==> config.mk <==
export PLATFORM = sky130hd
export DESIGN_NAME = tcr_regs
export DESIGN_NICKNAME = d
export VERILOG_FILES = /design/src/rtl/tcr_pkg.sv /design/src/rtl/tcr_reg8.sv /design/src/rtl/tcr_regs.sv
export SDC_FILE = /design/constraint.sdc
export NUM_CORES = 1
export LEC_CHECK = 0
export BUFFER_PORTS_ARGS = -buffer_cell sky130_fd_sc_hd__buf_4
export CORE_MARGIN = 5
export CORE_UTILIZATION = 45
export CTS_CLUSTER_DIAMETER = 100
export DETAILED_ROUTE_END_ITERATION = 12
export PLACE_DENSITY = 0.75
export SLEW_MARGIN = 5
export SYNTH_ARGS = -nofsm -noshare
export SYNTH_HDL_FRONTEND = slang
export SYNTH_SLANG_ARGS = --single-unit
==> constraint.sdc <==
create_clock -name clk_sys_in -period 1.3 [get_ports clk_sys_in]
set_input_delay 0.26 -clock clk_sys_in [delete_from_list [all_inputs] [get_ports clk_sys_in]]
set_output_delay 0.26 -clock clk_sys_in [all_outputs]
set_load 0.02 [all_outputs]
==> src/rtl/tcr_pkg.sv <==
package tcr_pkg;
	// ------------------------------------------------------------
	// register command bytes
	// ------------------------------------------------------------
	localparam logic [7:0] ADDR_DEVICE_CONFIGURATION = 8'h03;
	localparam logic [7:0] ADDR_EVENT_INTERRUPT_MASK = 8'h04;
	localparam logic [7:0] ADDR_LOCAL_HIGH_LIMIT = 8'h05;
	localparam logic [7:0] ADDR_LOCAL_LOW_LIMIT = 8'h06;
	localparam logic [7:0] ADDR_REMOTE_HIGH_LIMIT_UPPER = 8'h07;
	// ------------------------------------------------------------
	// power-up values
	// ------------------------------------------------------------
	localparam logic [7:0] RST_DEVICE_CONFIGURATION = 8'h80;
	localparam logic [7:0] RST_EVENT_INTERRUPT_MASK = 8'h07;
	localparam logic [7:0] RST_LOCAL_HIGH_LIMIT = 8'h3c;
	localparam logic [7:0] RST_LOCAL_LOW_LIMIT = 8'h00;
	localparam logic [7:0] RST_REMOTE_HIGH_LIMIT_UPPER = 8'h50;
	// ------------------------------------------------------------
	// configuration field positions
	// ------------------------------------------------------------
	localparam int CFG_IRQ_ENABLE_BIT = 7;
	localparam int CFG_POWER_DOWN_BIT = 6;
	localparam int CFG_QUEUE_LSB = 4;
	localparam int CFG_WIDTH_LSB = 2;
	localparam int CFG_RESERVED_BIT = 1;
	localparam int CFG_WARM_RESET_BIT = 0;
	// bits that read back (reserved and write-only read zero)
	localparam logic [7:0] CFG_READ_MASK = 8'hfc;
	// mask bit of the local over-temperature source
	localparam int MASK_LOCAL_OVERHEAT_BIT = 0;
	// ------------------------------------------------------------
	// carriers
	// ------------------------------------------------------------
	typedef struct packed {
		logic irq_global_enable;
		logic power_down_select;
		logic [1:0] fault_queue_depth;
		logic [1:0] adc_bit_width;
	} tcr_cfg_s;
	// one-cycle queue purge requests
	typedef struct packed {
		logic all;
		logic local_high;
		logic local_low;
		logic remote_high;
	} tcr_purge_s;
	typedef enum logic [1:0] {
		TCR_DEPTH_1,
		TCR_DEPTH_2,
		TCR_DEPTH_4,
		TCR_DEPTH_6
	} tcr_depth_e;
endpackage

==> src/rtl/tcr_reg8.sv <==
// 8-bit storage cell with a power-up value and a warm-reset return
module tcr_reg8 #(
	parameter logic [7:0] INIT = 8'h00
) (
	// clock and reset
	input wire logic clk_sys_in,
	input wire logic reset_n_in,
	// control
	input wire logic warm_in,
	input wire logic load_in,
	input wire logic [7:0] data_in,
	// stored value
	output logic [7:0] value_out
);
	logic [7:0] next_value; // value after this edge

	// warm reset beats a simultaneous load
	always_comb begin
		next_value = value_out;
		if (warm_in) begin
			next_value = INIT;
		end else if (load_in) begin
			next_value = data_in;
		end
	end

	always_ff @(posedge clk_sys_in or negedge reset_n_in) begin
		if (!reset_n_in) begin
			value_out <= INIT;
		end else begin
			value_out <= next_value;
		end
	end
endmodule

==> src/rtl/tcr_regs.sv <==
// Behaviour
// - config bit 6 selects shutdown
// - queue depth codes give 1,2,4,6
// - width codes select 9 to 12 bits
// - config bit 0 one triggers warm reset
// - config powers up as 0x80
// - config write purges queues, restarts conversion
// - mask bits enable eight event sources
// - mask powers up as 0x07
// - local high limit, power-up 0x3c
// - local low limit, power-up zero
// - remote high upper byte, power-up 0x50
// - limits are two's complement degrees
// - limit write purges its own queue
// - reboot lockout blocks the warm reset of config writes
// - sleep lockout blocks shutdown entry
// - overheat lock forces mask bit 0 and enable
// - status mirrors mask; read clears status
module tcr_regs (
	// clock and reset
	input wire logic clk_sys_in,
	input wire logic reset_n_in,
	// register access port (same clock domain)
	input wire logic wr_en_in,
	input wire logic rd_en_in,
	input wire logic [7:0] cmd_in,
	input wire logic [7:0] wr_data_in,
	output logic [7:0] rd_data_out,
	output logic rd_valid_out,
	// lock bits from the security register
	input wire logic local_overheat_lock_in,
	input wire logic sleep_lockout_in,
	input wire logic reboot_lockout_in,
	// status flags and the read that clears them
	input wire logic [7:0] status_in,
	input wire logic status_read_in,
	// configuration to converter and comparators
	output tcr_pkg::tcr_cfg_s cfg_out,
	output logic [2:0] queue_length_out,
	output logic [3:0] adc_bits_out,
	output logic conversion_restart_out,
	output tcr_pkg::tcr_purge_s purge_out,
	output logic warm_reset_out,
	// thresholds and mask
	output logic [7:0] event_interrupt_mask_out,
	output logic signed [7:0] local_high_limit_out,
	output logic signed [7:0] local_low_limit_out,
	output logic signed [7:0] remote_high_limit_upper_out,
	// interrupt request, active level high
	output logic irq_out
);
	// ------------------------------------------------------------
	// decode helpers
	// ------------------------------------------------------------
	// write strobe for one command byte
	function automatic logic hit(input logic [7:0] cmd,
			input logic [7:0] addr, input logic en);
		hit = en && (cmd == addr);
	endfunction

	// ------------------------------------------------------------
	// storage
	// ------------------------------------------------------------
	logic [7:0] device_configuration; // stored config byte
	logic [7:0] mask_raw; // mask as last written
	logic warm; // one-cycle warm reset pulse
	logic cfg_wr; // config write strobe
	logic mask_wr; // mask write strobe
	logic [7:0] cfg_wdata; // config byte to store
	logic [7:0] limit_local_high; // raw storage outputs
	logic [7:0] limit_local_low;
	logic [7:0] limit_remote_high;
	logic next_warm;
	logic next_restart;
	tcr_pkg::tcr_purge_s next_purge;
	logic [7:0] next_rd_data;
	logic next_rd_valid;
	logic next_irq;

	assign cfg_wr = hit(cmd_in, tcr_pkg::ADDR_DEVICE_CONFIGURATION,
		wr_en_in);
	assign mask_wr = hit(cmd_in, tcr_pkg::ADDR_EVENT_INTERRUPT_MASK,
		wr_en_in);

	// shutdown may not be entered under lockout; warm-reset bit and
	// reserved bit are never stored (host writes zero to the reserved bit anyway)
	always_comb begin
		cfg_wdata = wr_data_in & tcr_pkg::CFG_READ_MASK;
		if (sleep_lockout_in) begin
			cfg_wdata[tcr_pkg::CFG_POWER_DOWN_BIT] = 1'b0;
		end
	end

	tcr_reg8 #(.INIT(tcr_pkg::RST_DEVICE_CONFIGURATION)) u_cfg (
		.clk_sys_in(clk_sys_in),
		.reset_n_in(reset_n_in),
		.warm_in(warm),
		.load_in(cfg_wr),
		.data_in(cfg_wdata),
		.value_out(device_configuration)
	);
	tcr_reg8 #(.INIT(tcr_pkg::RST_EVENT_INTERRUPT_MASK)) u_mask (
		.clk_sys_in(clk_sys_in),
		.reset_n_in(reset_n_in),
		.warm_in(warm),
		.load_in(mask_wr),
		.data_in(wr_data_in),
		.value_out(mask_raw)
	);
	tcr_reg8 #(.INIT(tcr_pkg::RST_LOCAL_HIGH_LIMIT)) u_lhi (
		.clk_sys_in(clk_sys_in),
		.reset_n_in(reset_n_in),
		.warm_in(warm),
		.load_in(hit(cmd_in, tcr_pkg::ADDR_LOCAL_HIGH_LIMIT, wr_en_in)),
		.data_in(wr_data_in),
		.value_out(limit_local_high)
	);
	tcr_reg8 #(.INIT(tcr_pkg::RST_LOCAL_LOW_LIMIT)) u_llo (
		.clk_sys_in(clk_sys_in),
		.reset_n_in(reset_n_in),
		.warm_in(warm),
		.load_in(hit(cmd_in, tcr_pkg::ADDR_LOCAL_LOW_LIMIT, wr_en_in)),
		.data_in(wr_data_in),
		.value_out(limit_local_low)
	);
	tcr_reg8 #(.INIT(tcr_pkg::RST_REMOTE_HIGH_LIMIT_UPPER)) u_rhi (
		.clk_sys_in(clk_sys_in),
		.reset_n_in(reset_n_in),
		.warm_in(warm),
		.load_in(hit(cmd_in, tcr_pkg::ADDR_REMOTE_HIGH_LIMIT_UPPER,
			wr_en_in)),
		.data_in(wr_data_in),
		.value_out(limit_remote_high)
	);

	// ------------------------------------------------------------
	// effective configuration
	// ------------------------------------------------------------
	// locks act on the live value, so setting one takes effect at once
	always_comb begin
		cfg_out.irq_global_enable =
			device_configuration[tcr_pkg::CFG_IRQ_ENABLE_BIT] |
			local_overheat_lock_in;
		cfg_out.power_down_select =
			device_configuration[tcr_pkg::CFG_POWER_DOWN_BIT] &
			~sleep_lockout_in;
		cfg_out.fault_queue_depth =
			device_configuration[tcr_pkg::CFG_QUEUE_LSB +: 2];
		cfg_out.adc_bit_width =
			device_configuration[tcr_pkg::CFG_WIDTH_LSB +: 2];
		event_interrupt_mask_out = mask_raw;
		event_interrupt_mask_out[tcr_pkg::MASK_LOCAL_OVERHEAT_BIT] =
			mask_raw[tcr_pkg::MASK_LOCAL_OVERHEAT_BIT] |
			local_overheat_lock_in;
	end

	// queue length decode
	always_comb begin
		case (tcr_pkg::tcr_depth_e'(cfg_out.fault_queue_depth))
			tcr_pkg::TCR_DEPTH_1: queue_length_out = 3'h1;
			tcr_pkg::TCR_DEPTH_2: queue_length_out = 3'h2;
			tcr_pkg::TCR_DEPTH_4: queue_length_out = 3'h4;
			default: queue_length_out = 3'h6;
		endcase
	end

	// converter precision: code plus nine
	assign adc_bits_out = 4'h9 + {2'h0, cfg_out.adc_bit_width};

	// signed whole-degree views of the limits
	assign local_high_limit_out = limit_local_high;
	assign local_low_limit_out = limit_local_low;
	assign remote_high_limit_upper_out = limit_remote_high;

	// ------------------------------------------------------------
	// write side effects, read data and interrupt
	// ------------------------------------------------------------
	// all side effects are one-cycle pulses the edge after the write
	always_comb begin
		next_warm = cfg_wr &&
			wr_data_in[tcr_pkg::CFG_WARM_RESET_BIT] &&
			!reboot_lockout_in;
		next_restart = cfg_wr;
		next_purge.all = cfg_wr;
		next_purge.local_high =
			hit(cmd_in, tcr_pkg::ADDR_LOCAL_HIGH_LIMIT, wr_en_in);
		next_purge.local_low =
			hit(cmd_in, tcr_pkg::ADDR_LOCAL_LOW_LIMIT, wr_en_in);
		next_purge.remote_high = hit(cmd_in,
			tcr_pkg::ADDR_REMOTE_HIGH_LIMIT_UPPER, wr_en_in);
		next_rd_valid = rd_en_in;
		next_rd_data = rd_data_out;
		if (rd_en_in) begin
			// unmapped command bytes read zero
			if (cmd_in == tcr_pkg::ADDR_DEVICE_CONFIGURATION) begin
				next_rd_data = {cfg_out.irq_global_enable,
					cfg_out.power_down_select,
					cfg_out.fault_queue_depth,
					cfg_out.adc_bit_width, 2'h0};
			end else if (cmd_in == tcr_pkg::ADDR_EVENT_INTERRUPT_MASK) begin
				next_rd_data = event_interrupt_mask_out;
			end else if (cmd_in == tcr_pkg::ADDR_LOCAL_HIGH_LIMIT) begin
				next_rd_data = limit_local_high;
			end else if (cmd_in == tcr_pkg::ADDR_LOCAL_LOW_LIMIT) begin
				next_rd_data = limit_local_low;
			end else if (cmd_in == tcr_pkg::ADDR_REMOTE_HIGH_LIMIT_UPPER)
					begin
				next_rd_data = limit_remote_high;
			end else begin
				next_rd_data = 8'h00;
			end
		end
		// status bit n pairs with mask bit n; a status read clears the
		// flags next cycle, so the line drops with them
		next_irq = cfg_out.irq_global_enable && !status_read_in &&
			|(status_in & event_interrupt_mask_out);
	end

	always_ff @(posedge clk_sys_in or negedge reset_n_in) begin
		if (!reset_n_in) begin
			warm <= 1'b0;
			conversion_restart_out <= 1'b0;
			purge_out <= '0;
			rd_data_out <= 8'h00;
			rd_valid_out <= 1'b0;
			irq_out <= 1'b0;
		end else begin
			warm <= next_warm;
			conversion_restart_out <= next_restart;
			purge_out <= next_purge;
			rd_data_out <= next_rd_data;
			rd_valid_out <= next_rd_valid;
			irq_out <= next_irq;
		end
	end

	assign warm_reset_out = warm;
endmodule

* Yosys cells after proc, flatten, opt, wreduce, memory -nomap -nowiden
Cells that the tools add are included.
** Operators by class
- $add $sub $neg :: 1
- Eq/ne operators :: 7
- Muxes and demuxes :: 17
- Bitwise logic cells :: 5
- Reduce and logical (&&, ||, !) cells :: 18
** Operators with widths (count)
- 8-bit two-way mux :: 15
- 8-bit by 3-bit equality test with 1-bit output, second input constant :: 4
- 2-bit nonzero test :: 5
- 1-bit logical AND :: 9
- 3-bit case mux with 3 select lines :: 1
- 8-bit AND :: 1
- 8-bit by 2-bit equality test with 1-bit output, second input constant :: 1
- 8-bit OR reduction :: 1
- 4-bit by 2-bit adder with 4-bit output, first input constant :: 1
- 2-bit by 1-bit equality test with 1-bit output, second input constant :: 1
- 2-bit equality test, second input constant :: 1
- 1-bit logical NOT :: 2
- 2-bit logical NOT :: 1
- 1-bit bitwise OR :: 2
- 1-bit AND :: 1
- 1-bit two-way mux :: 1
- 1-bit NOT :: 1
** Storage, ports and cells
- Flip-flop bits (word level) :: 55
- Input port bits :: 32
- Output and inout port bits :: 61
- Word-level logic and storage cells :: 61

* Depth between registers and ports, before layout
- Depth in word-level cells :: 6
- Mapped depth :: 6
- Mapped depth without buffers :: 4

* Modules after synthesis
Synthesis repeated with hierarchy kept, for this count alone.
** Second synthesis, totals
- Cells, all modules :: 205
- Area total of the unflattened synthesis :: 2632.5 um^2
** By module, submodules not included
- tcr_regs :: instances 1, cells an instance 75, area an instance 960.9 um^2, seq. area each 375.4 um^2
- tcr_reg8 (u_lhi) :: instances 1, cells an instance 26, area an instance 342.8 um^2, seq. area each 205.2 um^2
- tcr_reg8 (u_mask) :: instances 1, cells an instance 26, area an instance 337.8 um^2, seq. area each 203.9 um^2
- tcr_reg8 (u_rhi) :: instances 1, cells an instance 26, area an instance 335.3 um^2, seq. area each 202.7 um^2
- tcr_reg8 (u_cfg) :: instances 1, cells an instance 26, area an instance 330.3 um^2, seq. area each 201.4 um^2
- tcr_reg8 (u_llo) :: instances 1, cells an instance 26, area an instance 325.3 um^2, seq. area each 200.2 um^2

* Worst setup path before layout
OpenSTA, ideal clock, no wires.
- Kind :: register -> register
- Start :: register u_mask.value_out[0]
- End :: register rd_data_out[0]
- Library setup time :: 0.120 ns
- Arrival :: 1.373 ns
- Required time :: 1.180 ns
- Slack :: -0.194 ns
- Stages on the path, launching flop included :: 4
- Path buffers :: 0
- Period minus slack after synthesis :: 1.494 ns
- Path through :: dfstp_2 > or2_2 > mux4_2 > a41o_1
** Between the ends
- Word-level cells in the longest chain between the ends :: 3
** Ends and longest elaborated chain
- start, declared :: line tcr_reg8.sv:13 : output logic [7:0] value_out
- start signal, assigned :: line tcr_reg8.sv:31 : value_out <= next_value;
- 1-bit bitwise OR :: line tcr_regs.sv:153 : mask_raw[tcr_pkg::MASK_LOCAL_OVERHEAT_BIT] |
- via event_interrupt_mask_out[0] :: line tcr_regs.sv:45 : output logic [7:0] event_interrupt_mask_out,
- 8-bit two-way mux :: line tcr_regs.sv:200 : end else if (cmd_in == tcr_pkg::ADDR_EVENT_INTERRUPT_MASK) begin
- 8-bit two-way mux :: line tcr_regs.sv:195 : if (cmd_in == tcr_pkg::ADDR_DEVICE_CONFIGURATION) begin
- end signal, assigned :: line tcr_regs.sv:231 : rd_data_out <= next_rd_data;
- end, declared :: line tcr_regs.sv:28 : output logic [7:0] rd_data_out,
The timed path passes the listed nets, and every way through them passes these cells.
A chain may end at the register's enable or synchronous reset.

* Worst setup path in the final report
- Start :: register u_mask.value_out[0]
- End :: output port event_interrupt_mask_out[0]
** Between the ends
- Word-level cells in the longest chain between the ends :: 1
** Ends and longest elaborated chain (line)
- 1-bit bitwise OR :: tcr_regs.sv:153
- end, declared :: tcr_regs.sv:45
No other way between the ends.

==> summary.md <==
| Metric | Value |
|---|---|
| Outcome | finished with violations |
| Failing checks | setup timing |
| Number of instances in the placed design | 408 |
| Fin crit share | 109% |
| Synth area leader | dfrtp_1 |
| Gp weighted congestion | 0.831 |
| Ys Warns | 0 |
| Die Area | 0.00779 mm^2 |
| Reg2reg start | u_mask.value_out[0] |
| Min cycle time layout | 1.42 ns |
| Synth Instances | 242 |
| Clk sinks | 53 |
| Total track usage | 20.4% |
| Synth area leaders | dfrtp_1 (39%), mux2i_1 (13%), dfstp_2 (9.5%) |
| Syn Nets | 275 |
| HP Class | input port to register |
| Crit path kind | register to output pin |
| DRC violations left | 0 |
| Layout fillers | 464 |
| RSZ-0062 raised after global routing | yes |
| DIE HEIGHT | 88.3 um |
| Slew Limit Fails | 0 |
| # diodes | 0 |
| Cells along the critical path | or2_4 > buf_6 > buf_6 |
| Final setup viols | 5 |
| Routed length per placed instance | 17.7 um |
| CP max-delay cell | dfstp_2 |
| First-pass GRT wire length | 12100 um |
| R2R Path End | rd_data_out[0] |
| Crit-path most repeated cell | buf_6 |
| Final hold violation count | 0 |
| Antenna Nets Post-Route | 0 |
| Share of layout cells above drive strength 1 | 50.4% |
| Largest net degree at the start of global routing | 37 |
| Die W | 88.3 um |
| Top Ports | 93 |
| Clock Latency Late Sink | 0.31 ns |
| Setup WS post-layout | -0.115 ns |
| Sequential cell area fraction in the yosys report | 48.5% |
| Max stage delay on crit path | 0.54 ns |
| Peak VDD IR | 0.525 mV |
| Number of synthesized register bits | 53 |
| Beginning of the worst hold path | status_read_in |
| Final Net Count | 391 |
| HPWL Detailed | 5770 um |
| EDFF count, synth | 0 |
| P&R area growth vs syn | 44.6% |
| Reg clk slew, reported paths | 0.09 ns |
| Ys async rst share | 100% |
| Bufs and invs on worst path | 2 |
| Setup slack, reg-to-reg | -0.08 ns |
| Initial DRC Count | 136 |
| Crit. End Element | output pin |
| Initial antenna violation count | 0 |
| Mapped Area | 0.00276 mm^2 |
| Max clock buf depth | 2 |
| Rows | 28 |
| Congestion Overflow GR | 0 |
| Power Dens Cells | 947 mW/mm^2 |
| Hold Path Cell Cnt | 2 |
| WP data arrival | 1.16 ns |
| Layout Cells excl Fill | 434 |
| Reg2Reg Depth | 3 |
| P_leak | 1.99 nW |
| Post-synth top area share | 39.0% |
| Worst Hold End | irq_out |
| Delay-heaviest family, CP | flip-flops |
| Syn Area/Cell | 11.4 um^2 |
| Core ar. | 0.00596 mm^2 |
| TritonCTS Buffers | 5 |
| Vias/cell | 5.17 |
| Vias after detailed routing | 2242 |
| Yosys cell types | 39 |
| Initial Util | 46.3% |
| Required time worst endpoint | 1.04 ns |
| Startpoint types | register |
| Clock Skew | 0.00403 ns |
| Drt total wl | 7690 um |
| Fmax | 0.707 GHz |
| Root Buffer | clkbuf_8 |
| CP max FO | 2 |
| Vias in the first global route | 2285 |
| Port bufs | 91 |
| Post-synth top flop | dfrtp_1 |
| H-Tree Depth | 2 |
| Max cap viols | 0 |
| DR pass1 iterations | 4 |
| CTS tree | done |
| Pre-CTS setup slack | -0.257 ns |
state kept, by name, indices dropped and copies added (netlist names):
name,flops
purge_out,4
u_rhi.value_out,8
rd_valid_out,1
irq_out,1
rd_data_out,8
u_mask.value_out,8
warm_reset_out,1
u_llo.value_out,8
u_lhi.value_out,8
u_cfg.value_out,6
cell usage after synthesis (3+ instances only):
cell and number:
nor2_1 21, nand2b_1 36, nand3_1 3, nor2b_1 5
inv_1 12, dfstp_2 10, mux4_2 8, o221ai_1 5
dfrtp_1 43, buf_4 15, mux2i_1 37, clkbuf_1 9
nand4_1 9, buf_2 3
per-layer routing:
layer | global-route usage (%) | up-vias | part of all wire, % | wire [um]
met5 | 0 | - | 0 | 0
met4 | 6.32 | 0 | 1.8 | 137
met3 | 3.72 | 10 | 5.1 | 393
met2 | 34.3 | 57 | 50 | 3880
met1 | 26.9 | 1122 | 43 | 3280
li1 | - | 1053 | - | -
how the worst max path moves through the flow:
| stage | endpoint | from | slack (ns) | cells past startpoint |
|---|---|---|---|---|
| after CTS | event_interrupt_mask_out[0] | u_mask.value_out[0] | -0.13 | 3 |
| final | event_interrupt_mask_out[0] | u_mask.value_out[0] | -0.12 | 3 |
| after detailed placement | u_lhi.value_out[5] | cmd_in[3] | -0.26 | 6 |
| after floorplan | rd_data_out[0] | u_mask.value_out[0] | -0.10 | 3 |
| after global placement | u_mask.value_out[4] | cmd_in[3] | -0.20 | 5 |
| after global routing | event_interrupt_mask_out[0] | u_mask.value_out[0] | -0.16 | 3 |
power breakdown:
group / total, W / switching, W / leakage, nW / internal (W)
Sequential: 0.00182 / 0.0000715 / 0.569 / 0.00174
Combinational: 0.000792 / 0.000394 / 1.36 / 0.000398
Clock: 0.00117 / 0.000539 / 0.0585 / 0.000628
Total: 0.00377 / 0.00100 / 1.99 / 0.00277
kinds of logic (layout without fill, tap and decap cells):
logic type               count (synthesis)  count (layout)  share of synthesized area, %
AO/OA/AOI/OAI                           11              11                          3.45
AND/OR/NAND/NOR                         87              87                          19.0
other                                    1               1                         0.136
flip-flops                              53              53                          48.5
adder cells (fa/ha/maj)                  1               1                         0.454
multiplexers                            46              46                          20.4
buffers and inverters                   43             160                          8.08
stage by stage:
| step | instance area (um^2) | hold slack [ns] | total power (W) | util, % | setup TNS, ns |
|---|---|---|---|---|---|
| 3_3_place_gp | 3620 | 0.148 | 0.00252 | 60.8 | -4.93 |
| 3_5_place_dp | 3620 | 0.158 | 0.00254 | 60.8 | -6.30 |
| 4_1_cts | 3820 | 0.0878 | 0.00374 | 64.1 | -0.455 |
| 2_1_floorplan | 2770 | -0.0356 | 0.00219 | - | -0.255 |
| 5_1_grt | 3990 | 0.0885 | 0.00393 | 67.0 | -0.697 |
| 6_report | 3990 | 0.0973 | 0.00377 | 67.0 | -0.373 |
layout by cell type, fill, tap and decap left out, types with 3 or more instances in the layout:
cell type	count
buf_4	119
buf_6	16
clkbuf_8	6
dfrtp_1	40
dfrtp_2	3
dfstp_2	10
inv_1	11
mux2i_1	37
mux4_2	8
nand2b_1	36
nand4_1	9
nor2_1	19
nor2b_1	4
o221ai_1	4
worst reg2reg max path, delay by kind of cell (launching register included):
kind / cells / cell delay (ns)
simple gates: 1 / 0.23
compound gates: 1 / 0.22
mux: 1 / 0.46
flops: 1 / 0.38
final cells by class:
type | instances | area, um^2 | share of cell area (%)
Timing Repair Buffer | 138 | 1120 | 28.2
Clock inverter | 1 | 30.0 | 0.753
Clock buffer | 7 | 86.3 | 2.17
Inverter | 14 | 57.6 | 1.44
Sequential cell | 53 | 1340 | 33.7
Multi-Input combinational cell | 146 | 1250 | 31.4
Tap cell | 75 | 93.8 | 2.35
repair_timing:
item                                   in CTS  in global routing
resized for setup                          14                 18
buffers inserted                            3                 14
setup endpoints to repair                  10                 30
pin swaps                                   1                  7
hold buffers                                1                  0
endpoints found under the hold margin      16                  0
No activity file was read; power rests on OpenSTA's default activity.
